<file path="src/rtl/imust_pkg.sv">
// package: constants for the imu self-test controller
package imust_pkg;
  // timing
  localparam int unsigned CLK_PERIOD_NS = 10;
  localparam int unsigned FATAL_LIMIT_MS = 320;
  localparam int unsigned FATAL_LIMIT_CYCLES = FATAL_LIMIT_MS * 1000000 / CLK_PERIOD_NS;
  localparam int unsigned DRIVE_TEST_CYCLES_DEF = 1000;
  localparam int unsigned SENSE_TEST_CYCLES_DEF = 1000;
  localparam int unsigned PATH_TEST_CYCLES_DEF = 1000;
  // static offset added to acceleration during self-test (arbitrary plain default)
  localparam logic [15:0] ACC_ST_OFFSET = 16'h0800;
  // trigger status codes
  localparam logic [2:0] TRIG_STATUS_IDLE = 3'h0;
  localparam logic [2:0] TRIG_STATUS_OK = 3'h1;
  localparam logic [2:0] TRIG_STATUS_DRIVE_ERR = 3'h2;
  localparam logic [2:0] TRIG_STATUS_SENSE_ERR = 3'h3;
  localparam logic [2:0] TRIG_STATUS_PATH_ERR = 3'h4;
  localparam logic [2:0] TRIG_STATUS_ABORT = 3'h5;
  // command opcode for the gyroscope trigger
  localparam logic [7:0] CMD_GYRO_TRIGGER = 8'h02;
  localparam int unsigned AXES = 3;
  typedef enum logic [2:0] {
    IMUST_IDLE = 3'b000,
    IMUST_DRIVE = 3'b001,
    IMUST_SENSE = 3'b010,
    IMUST_PATH = 3'b011,
    IMUST_DONE = 3'b100
  } imust_state_t;
endpackage

</file>
<file path="src/rtl/imust_core.sv">
// file: gyroscope and accelerometer self-test control core
// ==========================================
// Notes on behaviour
// - while accel self-test is on, a static offset of chosen sign is added to the acceleration.
// - the gyro self-test runs a drive test, a sense test and a datapath test in turn.
// - the done flag rises when the triggered test ends and holds until the next trigger.
// - the trigger status reports success or which part of the test failed.
// - one ok flag per axis is set when that axis passes every part.
// - a drive test runs by itself on a gyro start-up that comes while no test is running, per the enable and fast power-up edges.
// - a failed start-up drive test sets the fatal flag within 320 ms of its start.
`timescale 1ns/1ps
`default_nettype none
module imust_core #(
  parameter int unsigned DRIVE_CYCLES = imust_pkg::DRIVE_TEST_CYCLES_DEF,
  parameter int unsigned SENSE_CYCLES = imust_pkg::SENSE_TEST_CYCLES_DEF,
  parameter int unsigned PATH_CYCLES = imust_pkg::PATH_TEST_CYCLES_DEF,
  parameter int unsigned FATAL_CYCLES = imust_pkg::FATAL_LIMIT_CYCLES
) (
  input wire logic clock_in,
  input wire logic resetn_in,
  // accelerometer path
  input wire logic acc_test_en_in,
  input wire logic acc_test_positive_in,
  input wire logic [15:0] acc_x_in,
  input wire logic [15:0] acc_y_in,
  input wire logic [15:0] acc_z_in,
  output logic [15:0] acc_x_out,
  output logic [15:0] acc_y_out,
  output logic [15:0] acc_z_out,
  // gyroscope control
  input wire logic cmd_valid_in,
  input wire logic [7:0] cmd_in,
  input wire logic gyro_enable_in,
  input wire logic fast_powerup_in,
  // per-axis results of the analog checks, sampled when each part ends
  input wire logic [2:0] drive_ok_in,
  input wire logic [2:0] sense_ok_in,
  input wire logic [2:0] path_ok_in,
  output logic busy_out,
  output logic gyro_test_done_out,
  output logic [2:0] trig_status_out,
  output logic [2:0] axis_ok_out,
  output logic fatal_err_out
);
  // elaboration checks: a zero-length part would wrap the timer load value,
  // and the start-up drive test must end inside the fatal reporting limit
  if (DRIVE_CYCLES < 1 || SENSE_CYCLES < 1 || PATH_CYCLES < 1) begin : g_len_check
    $error("test length below 1");
  end
  if (DRIVE_CYCLES > FATAL_CYCLES) begin : g_fatal_check
    $error("drive test longer than fatal limit");
  end

  // ==========================================
  // accelerometer offset injection
  wire logic [15:0] st_off = acc_test_positive_in ? imust_pkg::ACC_ST_OFFSET
                                                  : 16'(-imust_pkg::ACC_ST_OFFSET);
  wire logic [15:0] add_off = acc_test_en_in ? st_off : 16'h0000;
  // registered outputs; the offset superposes on whatever the sensor reports
  always_ff @(posedge clock_in or negedge resetn_in) begin
    if (!resetn_in) begin
      acc_x_out <= 16'h0000;
      acc_y_out <= 16'h0000;
      acc_z_out <= 16'h0000;
    end else begin
      acc_x_out <= acc_x_in + add_off;
      acc_y_out <= acc_y_in + add_off;
      acc_z_out <= acc_z_in + add_off;
    end
  end

  // ==========================================
  // start-up and trigger detection
  logic gyro_en_q;
  logic fup_q;
  always_ff @(posedge clock_in or negedge resetn_in) begin
    if (!resetn_in) begin
      gyro_en_q <= 1'b0;
      fup_q <= 1'b0;
    end else begin
      gyro_en_q <= gyro_enable_in;
      fup_q <= fast_powerup_in;
    end
  end
  wire logic startup = (gyro_enable_in && !gyro_en_q && !fast_powerup_in)
                    || (fast_powerup_in && !fup_q && !gyro_enable_in);
  imust_pkg::imust_state_t state;
  imust_pkg::imust_state_t next_state;
  logic manual;
  wire logic trigger = cmd_valid_in && (cmd_in == imust_pkg::CMD_GYRO_TRIGGER);
  // triggers are refused while a test is running
  wire logic accept = trigger && (state == imust_pkg::IMUST_IDLE || state == imust_pkg::IMUST_DONE);
  wire logic auto_start = startup && !accept
                       && (state == imust_pkg::IMUST_IDLE || state == imust_pkg::IMUST_DONE);

  // ==========================================
  // phase timer
  logic tmr_start;
  logic [31:0] tmr_load;
  logic tmr_exp;
  imust_timer #(.WIDTH(32)) u_phase (
    .clock_in(clock_in),
    .resetn_in(resetn_in),
    .start_in(tmr_start),
    .load_in(tmr_load),
    .stop_in(1'b0),
    .running_out(),
    .expired_out(tmr_exp)
  );
  wire logic drive_bad = drive_ok_in != 3'b111;
  wire logic sense_bad = sense_ok_in != 3'b111;
  wire logic path_bad = path_ok_in != 3'b111;
  // the three parts run back to back, each for its own count
  always_comb begin
    next_state = state;
    tmr_start = 1'b0;
    tmr_load = 32'(DRIVE_CYCLES - 1);
    case (state)
      imust_pkg::IMUST_IDLE, imust_pkg::IMUST_DONE: begin
        if (accept || auto_start) begin
          next_state = imust_pkg::IMUST_DRIVE;
          tmr_start = 1'b1;
        end
      end
      imust_pkg::IMUST_DRIVE: begin
        if (tmr_exp) begin
          if (!manual) begin
            next_state = imust_pkg::IMUST_IDLE; // drive test only on start-up
          end else begin
            next_state = imust_pkg::IMUST_SENSE;
            tmr_start = 1'b1;
            tmr_load = 32'(SENSE_CYCLES - 1);
          end
        end
      end
      imust_pkg::IMUST_SENSE: begin
        if (tmr_exp) begin
          next_state = imust_pkg::IMUST_PATH;
          tmr_start = 1'b1;
          tmr_load = 32'(PATH_CYCLES - 1);
        end
      end
      imust_pkg::IMUST_PATH: begin
        if (tmr_exp) begin
          next_state = imust_pkg::IMUST_DONE;
        end
      end
      default: next_state = imust_pkg::IMUST_IDLE;
    endcase
  end

  // ==========================================
  // state, results and flags
  logic [2:0] axis_acc;
  logic [2:0] first_err;
  always_ff @(posedge clock_in or negedge resetn_in) begin
    if (!resetn_in) begin
      state <= imust_pkg::IMUST_IDLE;
      manual <= 1'b0;
      axis_acc <= 3'b000;
      first_err <= imust_pkg::TRIG_STATUS_IDLE;
      gyro_test_done_out <= 1'b0;
      trig_status_out <= imust_pkg::TRIG_STATUS_IDLE;
      axis_ok_out <= 3'b000;
      fatal_err_out <= 1'b0;
    end else begin
      state <= next_state;
      if (accept) begin
        manual <= 1'b1;
        axis_acc <= 3'b111;
        first_err <= imust_pkg::TRIG_STATUS_OK;
        gyro_test_done_out <= 1'b0;
        axis_ok_out <= 3'b000;
        trig_status_out <= imust_pkg::TRIG_STATUS_IDLE;
      end else if (auto_start) begin
        manual <= 1'b0;
      end
      if (state == imust_pkg::IMUST_DRIVE && tmr_exp) begin
        axis_acc <= axis_acc & drive_ok_in;
        if (manual && drive_bad) first_err <= imust_pkg::TRIG_STATUS_DRIVE_ERR;
        if (drive_bad) fatal_err_out <= 1'b1;
      end
      if (state == imust_pkg::IMUST_SENSE && tmr_exp) begin
        axis_acc <= axis_acc & sense_ok_in;
        if (sense_bad && first_err == imust_pkg::TRIG_STATUS_OK) begin
          first_err <= imust_pkg::TRIG_STATUS_SENSE_ERR;
        end
      end
      if (state == imust_pkg::IMUST_PATH && tmr_exp) begin
        gyro_test_done_out <= 1'b1;
        axis_ok_out <= axis_acc & path_ok_in;
        trig_status_out <= (path_bad && first_err == imust_pkg::TRIG_STATUS_OK)
                         ? imust_pkg::TRIG_STATUS_PATH_ERR : first_err;
      end
    end
  end
  assign busy_out = state != imust_pkg::IMUST_IDLE && state != imust_pkg::IMUST_DONE;

  // ==========================================
  // checks
  property p_offset;
    @(posedge clock_in) disable iff (!resetn_in)
      acc_test_en_in |=> acc_x_out == 16'($past(acc_x_in) + ($past(acc_test_positive_in)
        ? imust_pkg::ACC_ST_OFFSET : 16'(-imust_pkg::ACC_ST_OFFSET)));
  endproperty
  a_offset: assert property (p_offset) else $error("offset missing");
  property p_seq;
    @(posedge clock_in) disable iff (!resetn_in)
      (state == imust_pkg::IMUST_DRIVE && tmr_exp && manual) |=> state == imust_pkg::IMUST_SENSE;
  endproperty
  a_seq: assert property (p_seq) else $error("sense part skipped");
  property p_done;
    @(posedge clock_in) disable iff (!resetn_in)
      (state == imust_pkg::IMUST_PATH && tmr_exp) |=> gyro_test_done_out;
  endproperty
  a_done: assert property (p_done) else $error("done not set");
  property p_status;
    @(posedge clock_in) disable iff (!resetn_in)
      $rose(gyro_test_done_out) |-> trig_status_out != imust_pkg::TRIG_STATUS_IDLE;
  endproperty
  a_status: assert property (p_status) else $error("no status at done");
  property p_axes;
    @(posedge clock_in) disable iff (!resetn_in)
      (axis_ok_out != 3'b000) |-> gyro_test_done_out;
  endproperty
  a_axes: assert property (p_axes) else $error("axis ok without done");
  property p_startup;
    @(posedge clock_in) disable iff (!resetn_in)
      (startup && state == imust_pkg::IMUST_IDLE && !trigger) |=> state == imust_pkg::IMUST_DRIVE;
  endproperty
  a_startup: assert property (p_startup) else $error("start-up drive test missing");
  property p_fatal;
    @(posedge clock_in) disable iff (!resetn_in)
      (state == imust_pkg::IMUST_DRIVE && tmr_exp && drive_bad) |=> fatal_err_out;
  endproperty
  a_fatal: assert property (p_fatal) else $error("fatal not flagged");
  property p_clear;
    @(posedge clock_in) disable iff (!resetn_in)
      accept |=> !gyro_test_done_out && axis_ok_out == 3'b000;
  endproperty
  a_clear: assert property (p_clear) else $error("stale results");
endmodule
`default_nettype wire

</file>
<file path="src/rtl/imust_timer.sv">
// file: down-counting timer with a start pulse and a one-cycle expiry pulse
`timescale 1ns/1ps
`default_nettype none
module imust_timer #(
  parameter int unsigned WIDTH = 32
) (
  input wire logic clock_in,
  input wire logic resetn_in,
  input wire logic start_in,
  input wire logic [WIDTH-1:0] load_in,
  input wire logic stop_in,
  output logic running_out,
  output logic expired_out
);
  logic [WIDTH-1:0] count;
  logic running;
  wire logic last = running && (count == '0);
  // a zero-width counter cannot hold any load value
  if (WIDTH < 1) begin : g_width_check
    $error("timer width below 1");
  end
  // ==========================================
  // countdown
  always_ff @(posedge clock_in or negedge resetn_in) begin
    if (!resetn_in) begin
      count <= '0;
      running <= 1'b0;
    end else if (start_in) begin
      count <= load_in;
      running <= 1'b1;
    end else if (stop_in || last) begin
      running <= 1'b0;
    end else if (running) begin
      count <= count - WIDTH'(1);
    end
  end
  assign running_out = running;
  assign expired_out = last;
endmodule
`default_nettype wire

</file>
<file path="config.mk">
export PLATFORM = sky130hd
export DESIGN_NAME = imust_core
export DESIGN_NICKNAME = d
export VERILOG_FILES = /design/src/rtl/imust_pkg.sv /design/src/rtl/imust_core.sv /design/src/rtl/imust_timer.sv
export SDC_FILE = /design/constraint.sdc
export NUM_CORES = 1
export LEC_CHECK = 0
export ABC_CLOCK_PERIOD_IN_PS = 7300
export BUFFER_PORTS_ARGS = -buffer_cell sky130_fd_sc_hd__buf_4
export CAP_MARGIN = 20
export CORE_MARGIN = 2
export CORE_UTILIZATION = 56
export DETAILED_ROUTE_END_ITERATION = 12
export PLACE_DENSITY = 0.81
export SYNTH_ARGS = -nofsm -noshare
export SYNTH_HDL_FRONTEND = slang
export SYNTH_HIERARCHICAL = 1
export SYNTH_SLANG_ARGS = --single-unit
</file>
<file path="constraint.sdc">
create_clock -name clock_in -period 7.3 [get_ports clock_in]
set_clock_uncertainty 0.1 [all_clocks]
set_input_delay 0 -clock clock_in [delete_from_list [all_inputs] [get_ports clock_in]]
set_output_delay 0 -clock clock_in [all_outputs]
set_load 0.02 [all_outputs]
</file>
==> reports/qor.yml <==
tightest_slew_ns: 1.17
die_h_um: 95.5
finalHoldViolCount: 0
finalSetupViolCount: 0
antenna_found_initial: 0
fin_crit_sh: 0.642
maxSlewHeadroom: 0.221
start_kind: "flip-flop"
period_needed_ns: 4.68
track_usage: 0.372
cts_tree: "built"
status: "completed"
layout.nets: 748
syn-cell-area_sq_um: 4690
slowest_delay_ns: 0.82
ys_warn_count: 6
regArea_sq_um: 2530
clockRootBuffer: "clkbuf_8"
dpl.hpwl_um: 8040
reg2reg_depth: 10
gp_congestion: 0.912
arrival_ns: 4.86
finalPower_uw: 1620
path_clk_slew_ns: 0.12
synth-seq-cells: 101
first_iter_violations: 543
drc: 0
ys_types: 62
crit_path_end_kind: "flip-flop"
power.leakage_uw: 0.00316
yosysSeqAreaShare: 0.539
grt_util_met1: 0.473
tns_ns: 0
worstSkewPairLatency_ns: 0.39
r2r_setup_slack_ns: 2.62
path_cells: "or4_1, nor2_1, nand3_1, inv_1, and2b_1, nand2_1, o221ai_1, dlygate4sd3_1, nand2_1, dlygate4sd3_1"
worst-path-buf-inv: 3
grt_pass1_vias: 4586
overflow: 0
core_area_sq_um: 8180
crit_fanout: 14
rows: 33
via_per_inst: 5.84
grt-busiest-layer: "met2"
syn-instance-count: 425
max_cap_violations: 0
clockBufferDepth: 2
io_pins: 129
die_w_um: 95.5
critical_path_class: "reg -> reg"
crit_required_ns: 7.48
crit_cells: 10
synth_enable_flop_cells: 0
layout_commonest_cell: "buf_4"
start_util: 0.574
cts_resized: 0
clock.fmax_mhz: 214
drive_above_1_share: 0.259
grt_max_degree: 63
hp-class: "in -> reg"
cellPowerDensity_nw_per_um2: 237
syn2layout_area_growth_pct: 46.0
htreeDepth: 3
syn_avg_cell_area_sq_um: 11.0
ant_nets: 0
die_area_sq_um: 9130
multiInputGateArea_sq_um: 2120
dr.pass1.iters: 7
wl_per_cell_um: 21.0
peakVddDrop_uv: 156
nFillCells: 379
crit_slowest_cell: "nor2_1"
async_reset_ff_frac: 1.00
io_buffers: 128
synth_ff_type: "dfrtp_1"
wl_um: 16200
grtUsageMet2: 0.611
final_cell_mix: "132 x buf_4, 101 x dfrtp_1, 79 x dlygate4sd3_1"
critPathTopFamily: "simple AND/OR/NAND/NOR gates"
grt_setup_unrepaired: "false"
numClockSinks: 101
grtUsageMet3: 0.0917
cts_buffers: 9
grt_pass1_wl_um: 25100
vias: 4505
slew_violations: 0
hold-path-cell-count: 4
-- Yosys cell counts (all sizes together) (5+ instances only) --
| cell type | n | share of area |
|---|---|---|
| clkbuf | 12 | 0.0096 |
| nand3 | 12 | 0.013 |
| nor2 | 18 | 0.014 |
| o21ai | 31 | 0.033 |
| or4 | 8 | 0.014 |
| dfrtp | 101 | 0.54 |
| o211ai | 6 | 0.0096 |
| or2 | 5 | 0.0067 |
| nor4 | 7 | 0.014 |
| or3 | 6 | 0.0080 |
| xor2 | 12 | 0.022 |
| nor3 | 10 | 0.011 |
| a21o | 6 | 0.0096 |
| nand2 | 40 | 0.032 |
| a21oi | 15 | 0.016 |
| inv | 25 | 0.020 |
| ha | 13 | 0.035 |
| xnor2 | 21 | 0.039 |
| buf | 7 | 0.0088 |
| nand4 | 9 | 0.017 |
-- cells by family (layout without fill, tap and decap cells) --
family	after synthesis	count (layout)	share of synthesized area
xor+xnor	33	33	0.0616
mux	3	3	0.00720
other cells	2	35	0.00160
simple gates	137	137	0.171
buf+inv	44	252	0.0384
fa+ha+maj	16	16	0.0475
compound gates	89	89	0.134
flops	101	101	0.539
-- timing repair --
| item | 4_1_cts | 5_1_grt |
|---|---|---|
| hold endpoints to repair | 105 | 0 |
| setup buffers | 0 | 0 |
| hold buffers | 79 | 0 |
-- flip-flops by register name (all words and copies together), names as in the netlist, 3 cells and up --
register / flops
u_phase/count: 32
acc_x_out: 16
state: 3
axis_acc: 3
trig_status_out: 3
axis_ok_out: 3
acc_y_out: 16
first_err: 3
acc_z_out: 16
-- per-stage QoR --
step	std cells	setup slack [ns]	utilization	hold slack, ns	area (sq um)
global route	770	2.38	0.838	0.0708	6850
CTS	770	2.90	0.838	0.00928	6850
global placement	675	3.13	0.718	-0.0842	5870
detailed placement	675	2.97	0.718	-0.0761	5870
floorplan	457	3.89	-	-0.396	4810
finish	771	2.62	0.838	0.0198	6850
-- per-layer routing --
layer / part of all wire / vias up
li1: - / 1937
met1: 0.38 / 2194
met2: 0.49 / 300
met3: 0.085 / 74
met4: 0.045 / 0
met5: 0 / -
-- path summary, 6_finish.rpt --
check                                                   start                       endpoint
worst min register to register      fatal_err_out$_DFFE_PN0P_      fatal_err_out$_DFFE_PN0P_
max in group asynchronous                           resetn_in  u_phase/count[17]$_DFFE_PN0P_
worst max register to register  u_phase/count[24]$_DFFE_PN0P_        axis_acc[1]$_DFFE_PN0P_
min in group asynchronous                           resetn_in         acc_x_out[2]$_DFF_PN0_
worst max-delay path            u_phase/count[24]$_DFFE_PN0P_        axis_acc[1]$_DFFE_PN0P_
worst min-delay path                                cmd_in[5]           state[0]$_DFFE_PN0P_
-- area by class of cell --
| class | instances | area share |
|---|---|---|
| clock buffer | 9 | 0.0181 |
| sequential | 101 | 0.369 |
| clock inverter | 7 | 0.00986 |
| multi-input combinational | 312 | 0.310 |
| timing repair buffer | 211 | 0.260 |
| antenna | 1 | 0.000365 |
| inverter | 25 | 0.0137 |
| tap | 105 | 0.0192 |
-- report_power, final --
group	switching (uW)	internal (uW)
clock network	223	133
registers	114	670
logic	255	227
total	593	1030
-- worst reg2reg max path, cell delays in order (launching register included) --
cell           delay (ns)
dfrtp_1              0.42
or4_1                0.62
nor2_1               0.82
nand3_1              0.33
inv_1                0.38
and2b_1              0.23
nand2_1              0.18
o221ai_1             0.24
dlygate4sd3_1        0.61
nand2_1              0.07
dlygate4sd3_1        0.58
Power figures use the tool's default switching activity.
